$ cat config.mk
export PLATFORM = sky130hd
export DESIGN_NAME = rcrb_top
export DESIGN_NICKNAME = d
export VERILOG_FILES = /design/src/hw/rcrb_pkg.sv /design/src/hw/rcrb_bus_if.sv /design/src/hw/rcrb_sync2.sv /design/src/hw/rcrb_ldo_channel.sv /design/src/hw/rcrb_top.sv
export SDC_FILE = /design/constraint.sdc
export NUM_CORES = 1
export LEC_CHECK = 0
export ABC_AREA = 1
export BUFFER_PORTS_ARGS = -buffer_cell sky130_fd_sc_hd__clkbuf_2
export CAP_MARGIN = 20
export CORE_MARGIN = 2
export CORE_UTILIZATION = 50
export CTS_BUF_LIST = sky130_fd_sc_hd__clkbuf_2
export DETAILED_ROUTE_END_ITERATION = 10
export PLACE_DENSITY = 0.87
export SLEW_MARGIN = 40
export SYNTH_ARGS = -nofsm -noshare
export SYNTH_HDL_FRONTEND = slang
export SYNTH_SLANG_ARGS = --single-unit
$ cat constraint.sdc
create_clock -name pclk -period 3.6 [get_ports pclk]
set_input_delay 0 -clock pclk [delete_from_list [all_inputs] [get_ports pclk]]
set_output_delay 0 -clock pclk [all_outputs]
set_load 0.01 [all_outputs]
$ cat src/hw/rcrb_pkg.sv
// constants and register map of the regulator control register bank
package rcrb_pkg;
   // register indices; the byte address on the bus is four times the index
   localparam logic [7:0] IDX_LDO_A_VSEL = 8'h80;
   localparam logic [7:0] IDX_LDO_A_CTRL = 8'h81;
   localparam logic [7:0] IDX_LDO_B_VSEL = 8'h90;
   localparam logic [7:0] IDX_LDO_B_CTRL = 8'h91;
   localparam logic [7:0] IDX_LDO_C_VSEL = 8'hA0;
   localparam logic [7:0] IDX_LDO_C_CTRL = 8'hA1;
   localparam logic [7:0] IDX_KEEPALIVE = 8'hB1;
   localparam logic [7:0] IDX_BUTTON_WD = 8'hC0;
   localparam logic [7:0] IDX_IRQ_SOURCE = 8'hC1;
   localparam logic [7:0] IDX_BUTTON_STAT = 8'hC2;
   localparam logic [7:0] IDX_CTRL_STEP = 8'h01;
   // field positions
   localparam int VCODE_MSB = 5;
   localparam int CTRL_ENABLE_BIT = 7;
   localparam int CTRL_DISCHARGE_BIT = 2;
   localparam int CTRL_FAULT_IRQ_BIT = 1;
   localparam int CTRL_PGOOD_BIT = 0;
   localparam int BTN_PRESS_IRQ_BIT = 7;
   localparam int BTN_RELEASE_IRQ_BIT = 6;
   localparam int BTN_WD_SRST_BIT = 1;
   localparam int STAT_PRESS_BIT = 7;
   localparam int STAT_RELEASE_BIT = 6;
   localparam int STAT_PIN_BIT = 5;
   // values after reset
   localparam logic [5:0] RST_VCODE = 6'h00;
   localparam logic RST_ENABLE = 1'b0;
   localparam logic RST_DISCHARGE = 1'b0;
   localparam logic RST_FAULT_IRQ = 1'b0;
   localparam logic RST_KEEPALIVE = 1'b1;
   localparam logic RST_BTN_IRQ = 1'b0;
   localparam logic RST_WD_SRST = 1'b0;
   localparam logic RST_BUTTON_LEVEL = 1'b1; // button pin idles high
   localparam logic [7:0] RST_IRQ_SOURCE = 8'hFF;
   localparam logic [7:0] IRQ_SOURCE_EMPTY = 8'hFF;
   // number of linear regulators in the bank
   localparam int LDO_COUNT = 3;
   // bus answer
   localparam logic [31:0] RDATA_IDLE = 32'h0000_0000;
endpackage : rcrb_pkg

$ cat src/hw/rcrb_bus_if.sv
// internal register write bus from the bus slave to the regulator channels
`timescale 1ns/1ps
interface rcrb_bus_if;
   logic wr;
   logic [7:0] idx;
   logic [7:0] wdata;
   modport source (output wr, output idx, output wdata);
   modport sink (input wr, input idx, input wdata);
endinterface : rcrb_bus_if

$ cat src/hw/rcrb_sync2.sv
// two flip-flop synchroniser for level inputs from outside the clock domain
`timescale 1ns/1ps
module rcrb_sync2 #(
   parameter int W = 1,
   parameter logic [W-1:0] RST_VAL = '0
) (
   // clock and reset
   input wire logic pclk,
   input wire logic presetn,
   // asynchronous levels in, synchronised levels out
   input wire logic [W-1:0] async_in,
   output logic [W-1:0] sync_q
);
   logic [W-1:0] meta_q;

   // first stage read only by the second stage
   always_ff @(posedge pclk or negedge presetn) begin
      if (!presetn) begin
         meta_q <= RST_VAL;
         sync_q <= RST_VAL;
      end else begin
         meta_q <= async_in;
         sync_q <= meta_q;
      end
   end
endmodule : rcrb_sync2

$ cat src/hw/rcrb_ldo_channel.sv
// voltage and control fields of one linear regulator
`timescale 1ns/1ps
module rcrb_ldo_channel import rcrb_pkg::*; #(
   parameter logic [7:0] BASE_IDX = IDX_LDO_A_VSEL
) (
   // clock and reset
   input wire logic pclk,
   input wire logic presetn,
   // register writes
   rcrb_bus_if.sink bus,
   // stored fields
   output logic [5:0] voltage_code_q,
   output logic enable_q,
   output logic discharge_sel_q,
   output logic fault_irq_en_q
);
   logic [7:0] ctrl_idx;

   assign ctrl_idx = BASE_IDX + IDX_CTRL_STEP;

   // six-bit voltage code, upper bits dropped
   always_ff @(posedge pclk or negedge presetn) begin
      if (!presetn) begin
         voltage_code_q <= RST_VCODE;
      end else if (bus.wr && bus.idx == BASE_IDX) begin
         voltage_code_q <= bus.wdata[VCODE_MSB:0]; // RL1 RL12
      end
   end

   // enable, discharge and fault interrupt enable; power-good is not stored
   always_ff @(posedge pclk or negedge presetn) begin
      if (!presetn) begin
         enable_q <= RST_ENABLE;
         discharge_sel_q <= RST_DISCHARGE;
         fault_irq_en_q <= RST_FAULT_IRQ;
      end else if (bus.wr && bus.idx == ctrl_idx) begin
         enable_q <= bus.wdata[CTRL_ENABLE_BIT]; // RL2
         discharge_sel_q <= bus.wdata[CTRL_DISCHARGE_BIT]; // RL3
         fault_irq_en_q <= bus.wdata[CTRL_FAULT_IRQ_BIT]; // RL4
      end
   end
endmodule : rcrb_ldo_channel

$ cat src/hw/rcrb_top.sv
// regulator control register bank with apb slave
//
// Behaviour
// (RL1) each regulator voltage register keeps a read/write six-bit voltage code in bits 5:0.
// (RL2) bit 7 of each regulator control register, keep-alive included, switches it on or off.
// (RL3) bit 2 of a linear regulator control register discharges its output while it is off.
// (RL4) bit 1 of a linear regulator control register lets its faults raise an interrupt.
// (RL5) bit 0 of a linear regulator control register reads its power-good state, read only.
// (RL6) bit 7 of the button control byte raises an interrupt when the button is pressed.
// (RL7) bit 6 of the button control byte raises an interrupt when the button is released.
// (RL8) bit 1 of the button control byte lets watchdog expiry start a soft reset.
// (RL9) entering sleep clears the watchdog soft-reset enable bit.
// (RL10) a read-only status bit shows one once the press interrupt has fired.
// (RL11) the interrupt source register holds the raising block, resets to ones, and reads to ones.
// (RL12) reserved bits read zero and writes to them change nothing.
//
// Local design decision: the APB register port.
`timescale 1ns/1ps
module rcrb_top import rcrb_pkg::*; (
   // clock and reset
   input wire logic pclk,
   input wire logic presetn,
   // apb slave
   input wire logic psel,
   input wire logic penable,
   input wire logic pwrite,
   input wire logic [9:0] paddr,
   input wire logic [31:0] pwdata,
   output logic [31:0] prdata,
   output logic pready,
   output logic pslverr,
   // regulator monitors from the analog side
   input wire logic [2:0] ldo_power_good,
   input wire logic [2:0] ldo_fault,
   // push button pin, low while pressed
   input wire logic push_button_input_n,
   // sequencer events on this clock
   input wire logic sleep_entry,
   input wire logic watchdog_expired,
   // regulator controls
   output logic [17:0] ldo_voltage_code,
   output logic [2:0] ldo_enable,
   output logic [2:0] ldo_discharge_on,
   output logic keepalive_enable,
   // system events
   output logic irq,
   output logic soft_reset_start
);
   ////////////////////////////////////////////////////////////////////////////////
   // declarations
   rcrb_bus_if wbus ();
   logic pready_q;
   logic pslverr_q;
   logic [31:0] prdata_q;
   logic access;
   logic setup_answer;
   logic done;
   logic rd_done;
   logic [7:0] idx;
   logic [7:0] rdata;
   logic [2:0] pg_sync;
   logic [2:0] fault_sync;
   logic [2:0] fault_prev_q;
   logic [2:0] fault_evt;
   logic btn_sync_n;
   logic btn_prev_n_q;
   logic press_evt;
   logic release_evt;
   logic [5:0] vcode [LDO_COUNT];
   logic [2:0] en_w;
   logic [2:0] dis_w;
   logic [2:0] fen_w;
   logic [2:0] discharge_q;
   logic keepalive_q;
   logic press_irq_en_q;
   logic release_irq_en_q;
   logic wd_srst_en_q;
   logic press_flag_q;
   logic release_flag_q;
   logic [7:0] src_q;
   logic [7:0] src_d;
   logic any_evt;
   logic irq_q;
   logic srst_q;

   // true for every index that holds a register
   function automatic logic rcrb_mapped(input logic [7:0] i);
      rcrb_mapped = (i == IDX_LDO_A_VSEL) || (i == IDX_LDO_A_CTRL) ||
                    (i == IDX_LDO_B_VSEL) || (i == IDX_LDO_B_CTRL) ||
                    (i == IDX_LDO_C_VSEL) || (i == IDX_LDO_C_CTRL) ||
                    (i == IDX_KEEPALIVE) || (i == IDX_BUTTON_WD) ||
                    (i == IDX_IRQ_SOURCE) || (i == IDX_BUTTON_STAT);
   endfunction : rcrb_mapped

   ////////////////////////////////////////////////////////////////////////////////
   // apb handshake: one wait state, writes and read-clear side effects act on the completing edge
   assign idx = paddr[9:2];
   assign access = psel && penable;
   assign setup_answer = access && !pready_q;
   assign done = access && pready_q;
   assign rd_done = done && !pwrite && rcrb_mapped(idx) && (paddr[1:0] == 2'b00);

   // ready, error and read data registered in the first access cycle
   always_ff @(posedge pclk or negedge presetn) begin
      if (!presetn) begin
         pready_q <= 1'b0;
         pslverr_q <= 1'b0;
         prdata_q <= RDATA_IDLE;
      end else begin
         pready_q <= setup_answer;
         pslverr_q <= setup_answer && !(rcrb_mapped(idx) && paddr[1:0] == 2'b00);
         prdata_q <= (setup_answer && !pwrite) ? {24'h00_0000, rdata} : RDATA_IDLE;
      end
   end

   // internal write strobe for the channels
   assign wbus.wr = done && pwrite && (paddr[1:0] == 2'b00);
   assign wbus.idx = idx;
   assign wbus.wdata = pwdata[7:0];

   ////////////////////////////////////////////////////////////////////////////////
   // input synchronisers and edge detection
   // button stage starts at its released level, so no false edge follows reset
   rcrb_sync2 #(.W(7), .RST_VAL({RST_BUTTON_LEVEL, 6'h00})) u_sync (
      .pclk(pclk),
      .presetn(presetn),
      .async_in({push_button_input_n, ldo_fault, ldo_power_good}),
      .sync_q({btn_sync_n, fault_sync, pg_sync})
   );

   // previous synchronised levels for edge detection
   always_ff @(posedge pclk or negedge presetn) begin
      if (!presetn) begin
         fault_prev_q <= 3'h0;
         btn_prev_n_q <= 1'b1;
      end else begin
         fault_prev_q <= fault_sync;
         btn_prev_n_q <= btn_sync_n;
      end
   end

   // interrupt events, each gated by its enable
   assign fault_evt = fault_sync & ~fault_prev_q & fen_w; // RL4
   assign press_evt = btn_prev_n_q && !btn_sync_n && press_irq_en_q; // RL6
   assign release_evt = !btn_prev_n_q && btn_sync_n && release_irq_en_q; // RL7
   assign any_evt = (|fault_evt) || press_evt || release_evt;

   ////////////////////////////////////////////////////////////////////////////////
   // linear regulator channels
   localparam logic [7:0] CH_BASE [LDO_COUNT] = '{IDX_LDO_A_VSEL, IDX_LDO_B_VSEL, IDX_LDO_C_VSEL};

   generate
      for (genvar g = 0; g < LDO_COUNT; g++) begin : g_ldo
         rcrb_ldo_channel #(.BASE_IDX(CH_BASE[g])) u_ch (
            .pclk(pclk),
            .presetn(presetn),
            .bus(wbus.sink),
            .voltage_code_q(vcode[g]),
            .enable_q(en_w[g]),
            .discharge_sel_q(dis_w[g]),
            .fault_irq_en_q(fen_w[g])
         );
         assign ldo_voltage_code[6*g+5:6*g] = vcode[g]; // RL1
      end
   endgenerate

   // discharge switch closed only while the regulator is off
   always_ff @(posedge pclk or negedge presetn) begin
      if (!presetn) begin
         discharge_q <= 3'h0;
      end else begin
         discharge_q <= dis_w & ~en_w; // RL3
      end
   end

   ////////////////////////////////////////////////////////////////////////////////
   // keep-alive regulator enable
   always_ff @(posedge pclk or negedge presetn) begin
      if (!presetn) begin
         keepalive_q <= RST_KEEPALIVE;
      end else if (wbus.wr && idx == IDX_KEEPALIVE) begin
         keepalive_q <= pwdata[CTRL_ENABLE_BIT]; // RL2
      end
   end

   // button interrupt enables
   always_ff @(posedge pclk or negedge presetn) begin
      if (!presetn) begin
         press_irq_en_q <= RST_BTN_IRQ;
         release_irq_en_q <= RST_BTN_IRQ;
      end else if (wbus.wr && idx == IDX_BUTTON_WD) begin
         press_irq_en_q <= pwdata[BTN_PRESS_IRQ_BIT]; // RL6
         release_irq_en_q <= pwdata[BTN_RELEASE_IRQ_BIT]; // RL7
      end
   end

   // watchdog soft-reset enable, sleep entry beats a write
   always_ff @(posedge pclk or negedge presetn) begin
      if (!presetn) begin
         wd_srst_en_q <= RST_WD_SRST;
      end else if (sleep_entry) begin
         wd_srst_en_q <= 1'b0; // RL9
      end else if (wbus.wr && idx == IDX_BUTTON_WD) begin
         wd_srst_en_q <= pwdata[BTN_WD_SRST_BIT]; // RL8
      end
   end

   // soft reset start pulse on watchdog expiry
   always_ff @(posedge pclk or negedge presetn) begin
      if (!presetn) begin
         srst_q <= 1'b0;
      end else begin
         srst_q <= wd_srst_en_q && watchdog_expired; // RL8
      end
   end

   ////////////////////////////////////////////////////////////////////////////////
   // button status flags, cleared by reading the status register, set wins
   always_ff @(posedge pclk or negedge presetn) begin
      if (!presetn) begin
         press_flag_q <= 1'b0;
         release_flag_q <= 1'b0;
      end else begin
         press_flag_q <= press_evt || (press_flag_q && !(rd_done && idx == IDX_BUTTON_STAT)); // RL10
         release_flag_q <= release_evt ||
                           (release_flag_q && !(rd_done && idx == IDX_BUTTON_STAT));
      end
   end

   // source address: first event into an empty register, read refills ones
   always_comb begin
      src_d = src_q;
      if (rd_done && idx == IDX_IRQ_SOURCE) begin
         src_d = IRQ_SOURCE_EMPTY; // RL11
      end
      if (src_d == IRQ_SOURCE_EMPTY) begin
         if (fault_evt[0]) begin
            src_d = IDX_LDO_A_VSEL;
         end else if (fault_evt[1]) begin
            src_d = IDX_LDO_B_VSEL;
         end else if (fault_evt[2]) begin
            src_d = IDX_LDO_C_VSEL;
         end else if (press_evt || release_evt) begin
            src_d = IDX_BUTTON_WD;
         end
      end
   end

   // interrupt line, held until the source register is read
   always_ff @(posedge pclk or negedge presetn) begin
      if (!presetn) begin
         src_q <= RST_IRQ_SOURCE;
         irq_q <= 1'b0;
      end else begin
         src_q <= src_d; // RL11
         irq_q <= any_evt || (irq_q && !(rd_done && idx == IDX_IRQ_SOURCE));
      end
   end

   ////////////////////////////////////////////////////////////////////////////////
   // read data mux, reserved bits zero
   always_comb begin
      rdata = 8'h00; // RL12
      if (idx == IDX_LDO_A_VSEL) begin
         rdata = {2'b00, vcode[0]};
      end else if (idx == IDX_LDO_A_CTRL) begin
         rdata = {en_w[0], 4'h0, dis_w[0], fen_w[0], pg_sync[0]}; // RL5
      end else if (idx == IDX_LDO_B_VSEL) begin
         rdata = {2'b00, vcode[1]};
      end else if (idx == IDX_LDO_B_CTRL) begin
         rdata = {en_w[1], 4'h0, dis_w[1], fen_w[1], pg_sync[1]}; // RL5
      end else if (idx == IDX_LDO_C_VSEL) begin
         rdata = {2'b00, vcode[2]};
      end else if (idx == IDX_LDO_C_CTRL) begin
         rdata = {en_w[2], 4'h0, dis_w[2], fen_w[2], pg_sync[2]}; // RL5
      end else if (idx == IDX_KEEPALIVE) begin
         rdata = {keepalive_q, 7'h00};
      end else if (idx == IDX_BUTTON_WD) begin
         rdata = {press_irq_en_q, release_irq_en_q, 4'h0, wd_srst_en_q, 1'b0};
      end else if (idx == IDX_IRQ_SOURCE) begin
         rdata = src_q;
      end else if (idx == IDX_BUTTON_STAT) begin
         rdata = {press_flag_q, release_flag_q, !btn_sync_n, 5'h00}; // RL10
      end
   end

   ////////////////////////////////////////////////////////////////////////////////
   // outputs
   assign prdata = prdata_q;
   assign pready = pready_q;
   assign pslverr = pslverr_q;
   assign ldo_enable = en_w;
   assign ldo_discharge_on = discharge_q;
   assign keepalive_enable = keepalive_q;
   assign irq = irq_q;
   assign soft_reset_start = srst_q;
endmodule : rcrb_top

==> flow_summary_export.csv, run 1 <==
group,metric,value,unit
timing,post-route-period-util,67.5,%
critical_path,cp-start-kind,"flop",
clock_network,hold_buffers,35,
clock_network,cts_max_level,3,
timing,skew,21.9,ps
clock_network,clk_pin_slew,190,ps
yosys,yosysSeqAreaShare,54.3,%
placed_design,placement.io_buffers,68,
critical_path,ff2ff_path_depth,8,
clock_network,cts_resized,0,
clock_network,cts_root_buf,"clkbuf_2",
timing,final_hold_viol_count,0,
critical_path,arrival,2860,ps
routing,num_vias,3016,
yosys,syn_inst,407,
critical_path,critPathRequiredTime,4030,ps
placed_design,gp_congestion,0.924,
critical_path,reg2reg_to,"keepalive_enable$_DFFE_PN1P_",
yosys,netlist_area,3440,um2
die,num_rows,30,
placed_design,dp_hpwl,5710,um
routing,drt_iter0_markers,316,
timing,slew_violations,0,
clock_network,worstSkewPairLatency,480,ps
routing,post_drt_wl_per_cell,13.5,um
min_path,holdPathEnd,"prdata[6]$_DFF_PN0_",
pwr,p_per_area,332,nW/um2
die,fp.dieH,86.9,um
job,cap_viol_max_count,0,
critical_path,path_max_fanout,7,
yosys,synth_area_per_cell,8.45,um2
critical_path,crit-reg2reg-launch,"pready$_DFF_PN0_",
die,io_pins,117,
yosys,synth.distinct_cells,30,
clock_network,clockBufferDepth,2,
clock_network,cts_tree,"built",
grt,grt_pass1_wl,13100,um
die,die_w,86.9,um
finish,drive_above_1_share,21.8,%
grt,grt_pass1_vias,2842,
routing,drt_first_pass_iters,5,
routing,post-route-drc-count,0,
grt,overflow,0,
timing,period_needed,2430,ps
yosys,ys_warn_count,0,
routing,wl,8060,um
grt,met3_usage,5.40,%
critical_path,endpoint_kind,"flop",
routing,antenna_left,0,
placed_design,place_ws,2020,ps
grt,grt_start_max_net_pins,41,
grt,grt_usage,22.4,%
min_path,min_from,"paddr[4]",
critical_path,timing.setup.critical_path_class,"flop to flop",
finish,area_growth,22.2,%
timing,setup_viol,0,
routing,via_per_inst,5.04,
pwr,ir_drop,0.194,mV
die,core,6720,um2
die,start_util,51.2,%
min_path,min_path_cells,6,
finish,final_common_cell,"nand2_1",
pwr,total_leakage_power,2.36,nW
yosys,ys_ff_latch,74,
timing,fin_ws,1170,ps
timing,fin_setup_tns,0,ps
clock_network,cts.sinks,74,
grt,use_met2,35.7,%
finish,nets,571,
finish,diodes,0,
clock_network,postCtsSetupBuffers,0,
critical_path,ff2ff_setup_slack,1170,ps
finish,fillCellCount,546,
die,die-area,7560,um2
grt,antenna_found_initial,0,
clock_network,cts_buffers,9,
grt,gr-usage-met1,30.1,%
timing,max_clock_freq,0.411,GHz
finish,final_cell_mix,"nand2_1 (110), clkbuf_2 (77), dfrtp_1 (62), inv_1 (50), nor2_1 (37)",
timing,rsz0062_at_grt,"no",
run_status,status,"complete, no violations",
min_path,hold_path.class,"input port to flop",
grt,grt-busiest-layer,"met2",
## per-stage QoR
step / power (mW) / util (%) / hold WS [ps] / cell area [um2] / std cells
2_1_floorplan: 0.939 / - / -296 / 3530 / 430
3_3_place_gp: 0.966 / 55.7 / 95.1 / 3740 / 548
3_5_place_dp: 0.969 / 55.7 / 91.6 / 3740 / 548
4_1_cts: 1.40 / 62.4 / 18.7 / 4190 / 598
5_1_grt: 1.47 / 62.6 / 35.0 / 4200 / 599
6_report: 1.40 / 62.6 / 39.4 / 4200 / 599
## registers in the layout, summed over array words and instances, names as in the netlist, 3 cells and up
register,flops
g_ldo.u_ch.voltage_code_q,18
g_ldo.u_ch.enable_q,3
src_q,8
u_sync.meta_q,7
prdata,8
g_ldo.u_ch.discharge_sel_q,3
fault_prev_q,3
u_sync.sync_q,7
g_ldo.u_ch.fault_irq_en_q,3
ldo_discharge_on,3
## worst max-delay path, stage by stage, from the launching register on
cell	delay, ps
dfrtp_1	410
nand3_1	100
nor2_1	100
nand2_1	80
inv_1	210
nand4_1	120
dlygate4sd3_1	590
o21ai_0	180
dlygate4sd3_1	590
## Yosys cell counts
cell type / number / area, um2
a21oi_1: 19 / 95.1
or2_0: 1 / 6.26
o211ai_1: 1 / 7.51
nand2_1: 110 / 413
nand2_2: 4 / 25.0
o21ai_2: 1 / 8.76
dfrtp_1: 62 / 1550
o21ai_0: 26 / 130
nand3_1: 8 / 40.0
o2111ai_1: 1 / 8.76
o221ai_1: 1 / 8.76
dfstp_2: 12 / 315
nor2_4: 4 / 45.0
nand3_2: 1 / 10.0
buf_6: 1 / 11.3
inv_2: 5 / 18.8
nor2_2: 3 / 18.8
buf_4: 27 / 203
o22ai_1: 1 / 6.26
nand2_4: 1 / 11.3
conb_1: 1 / 3.75
nand4_1: 4 / 25.0
buf_2: 3 / 15.0
nor2_8: 1 / 20.0
nor2_1: 37 / 139
a211oi_1: 1 / 7.51
inv_1: 50 / 188
o21ai_1: 18 / 90.1
nor3_1: 2 / 10.0
nand3b_1: 1 / 7.51
## layer usage
metal	up-vias	share of wire, %
met4	0	1.8
li1	1444	-
met1	1371	42
met3	17	9.2
met2	184	47
met5	-	0
## cell type report
type | instances | area [um2] | area share [%]
Inverter | 55 | 206 | 4.91
Clock inverter | 5 | 46.3 | 1.10
Tap cell | 80 | 100 | 2.38
Multi-Input combinational cell | 270 | 1220 | 29.1
Timing Repair Buffer | 105 | 711 | 16.9
Sequential cell | 74 | 1870 | 44.4
Clock buffer | 10 | 50.0 | 1.19
## cells by family (layout without fill, tap and decap cells)
group	after synthesis	in the layout	synth area share, %
and+or+nand+nor	177	177	22.4
AOI/OAI and AO/OA	69	69	10.5
buffers and inverters	86	175	12.7
DFF	74	74	54.3
other	1	24	0.109
## report_power, final
part	switching [mW]	internal, mW
clock network	0.263	0.152
logic	0.0774	0.0491
registers	0.00593	0.850
## how the worst max path moves through the flow
stage | from | end | slack, ps | cells after the start
2_1_floorplan | pready$_DFF_PN0_ | src_q[0]$_DFF_PN1_ | 2300 | 8
3_3_place_gp | pready$_DFF_PN0_ | prdata[6]$_DFF_PN0_ | 2080 | 7
3_5_place_dp | pready$_DFF_PN0_ | prdata[6]$_DFF_PN0_ | 2020 | 7
4_1_cts | pready$_DFF_PN0_ | wd_srst_en_q$_DFFE_PN0P_ | 1250 | 8
5_1_grt | pready$_DFF_PN0_ | keepalive_enable$_DFFE_PN1P_ | 1010 | 8
6_report | pready$_DFF_PN0_ | keepalive_enable$_DFFE_PN1P_ | 1170 | 8
Note: power is estimated with default switching activity, not from simulation.
==> inputs of run 2 (changes only) <==
CORE_UTILIZATION = 47   (was 50)
PLACE_DENSITY = 0.85   (was 0.87)
clock period = 2 ns   (was 3.6 ns; I/O delays follow)
==> flow_summary_export.csv, run 2 (same netlist as run 1, synthesis figures left out) <==
group,metric,value,unit
grt,grt_pass1_vias,2710,
critical_path,ff2ff_path_depth,6,
timing,max_clock_freq,0.536,GHz
grt,antenna_found_initial,0,
placed_design,placement.io_buffers,68,
pwr,clock_power_share,27.7,%
finish,diodes,0,
min_path,hold_path.class,"input port to async pin",
grt,overflow,0,
die,num_rows,31,
critical_path,ff2ff_setup_slack,150,ps
critical_path,worstSetupStartpoint,"paddr[8]",
die,fp.dieH,89.5,um
grt,grt_start_max_net_pins,37,
timing,holdWs,54.3,ps
finish,area_growth,23.1,%
placed_design,gp_congestion,0.914,
pwr,seqPwrFrac,62.8,%
routing,antenna_left,0,
clock_network,cts_max_level,3,
timing,fin_setup_tns,0,ps
finish,drive_above_1_share,23.0,%
run_status,status,"complete, no violations",
timing,final_hold_viol_count,0,
critical_path,path_max_fanout,3,
routing,post-route-drc-count,0,
finish,regMostFlops,"g_ldo.u_ch.voltage_code_q",
critical_path,endpoint_kind,"flop",
timing,setup_viol,0,
timing,rsz0062_at_grt,"no",
die,start_util,47.9,%
die,core,7180,um2
critical_path,reg2reg_to,"prdata[0]$_DFF_PN0_",
finish,final_common_cell,"nand2_1",
clock_network,worstSkewPairLatency,510,ps
critical_path,endpoint,"keepalive_enable$_DFFE_PN1P_",
timing,slew_violations,0,
pwr,swShare,26.6,%
critical_path,timing.setup.critical_path_class,"input port to flop",
die,io_pins,117,
pwr,switching_power,0.652,mW
clock_network,postCtsSetupBuffers,0,
routing,via_per_inst,4.83,
grt,grt_usage,20.7,%
finish,fillCellCount,631,
job,cap_viol_max_count,0,
pwr,p_per_area,580,nW/um2
finish,largest_register_ffs,18,
critical_path,crit-reg2reg-launch,"pready$_DFF_PN0_",
die,die-area,8020,um2
clock_network,cts_root_buf,"clkbuf_2",
pwr,ir_drop,0.333,mV
clock_network,cts_tree,"built",
routing,drt_first_pass_iters,5,
routing,drt_iter0_markers,201,
pwr,total_leakage_power,2.37,nW
timing,period_needed,1860,ps
clock_network,clockBufferDepth,2,
critical_path,critPathRequiredTime,2460,ps
placed_design,dp_hpwl,5660,um
pwr,power,2.46,mW
pwr,pwr-share-comb,9.5,%
routing,num_vias,3001,
clock_network,cts_buffers,9,
routing,post_drt_wl_per_cell,12.7,um
routing,wl,7890,um
critical_path,cp-start-kind,"input port",
finish,nets,573,
finish,ff_latch_area,1870,um2
timing,post-route-period-util,93.2,%
critical_path,arrival,2320,ps
finish,final_cell_mix,"nand2_1 (110), clkbuf_2 (80), dfrtp_1 (62), inv_1 (49)",
grt,grt_pass1_wl,12500,um
die,die_w,89.5,um
pwr,internal-power,1.80,mW
clock_network,cts.sinks,74,
timing,skew,25.0,ps
finish,multi_input_comb_area,1230,um2
clock_network,clk_pin_slew,200,ps
==> run 2: what timing repair did <==
action | 4_1_cts | 5_1_grt
resized for setup | 0 | 2
endpoints found under the setup margin | 0 | 2
hold endpoints to repair | 134 | 0
hold buffers | 37 | 0
==> run 2: worst max-delay path: stages <==
cell	delay (ps)
dlygate4sd3_1	530
clkbuf_2	120
nor2_1	200
dlygate4sd3_1	610
nand4_1	90
dlygate4sd3_1	590
o21ai_0	170
==> run 2: cell type report <==
type	instances	area share, %
inverter	55	4.88
sequential	74	44.1
clock buffer	13	1.54
multi-input combinational	270	29.0
timing repair buffer	107	17.1
clock inverter	3	0.414
tap	99	2.93
==> run 2: worst min-delay path by stage <==
| stage | from | endpoint | slack (ps) |
|---|---|---|---|
| after global placement | presetn | prdata[2]$_DFF_PN0_ | -200 |
| after CTS | presetn | prdata[5]$_DFF_PN0_ | 50 |
| after detailed placement | presetn | prdata[2]$_DFF_PN0_ | -190 |
| after global routing | push_button_input_n | u_sync.meta_q[6]$_DFF_PN1_ | 50 |
| final | presetn | pready$_DFF_PN0_ | 50 |
| after floorplan | presetn | fault_prev_q[0]$_DFF_PN0_ | -300 |
==> run 2: routing by layer <==
| layer | vias up | track usage [%] | routed length (um) |
|---|---|---|---|
| li1 | 1445 | - | - |
| met3 | 22 | 5.26 | 560 |
| met4 | 0 | 9.36 | 226 |
| met5 | - | 0 | 0 |
| met2 | 145 | 30.4 | 3620 |
| met1 | 1389 | 29.1 | 3480 |
==> run 2: power by group through the flow <==
| stage | combinational [mW] | clock [mW] | sequential, mW |
|---|---|---|---|
| after global routing | 0.268 | 0.760 | 1.55 |
| after CTS | 0.232 | 0.694 | 1.54 |
| after global placement | 0.175 | 0 | 1.57 |
| after floorplan | 0.125 | 0 | 1.57 |
| after detailed placement | 0.180 | 0 | 1.57 |
| final | 0.233 | 0.681 | 1.54 |
==> run 2: per-stage QoR <==
step | cells | setup WS [ps] | area [um2] | utilization (%)
5_1_grt | 621 | 3.65 | 4230 | 59.0
2_1_floorplan | 430 | 704 | 3530 | -
3_3_place_gp | 568 | 496 | 3780 | 52.6
6_report | 621 | 136 | 4230 | 59.0
4_1_cts | 621 | 114 | 4230 | 58.9
3_5_place_dp | 568 | 441 | 3780 | 52.6
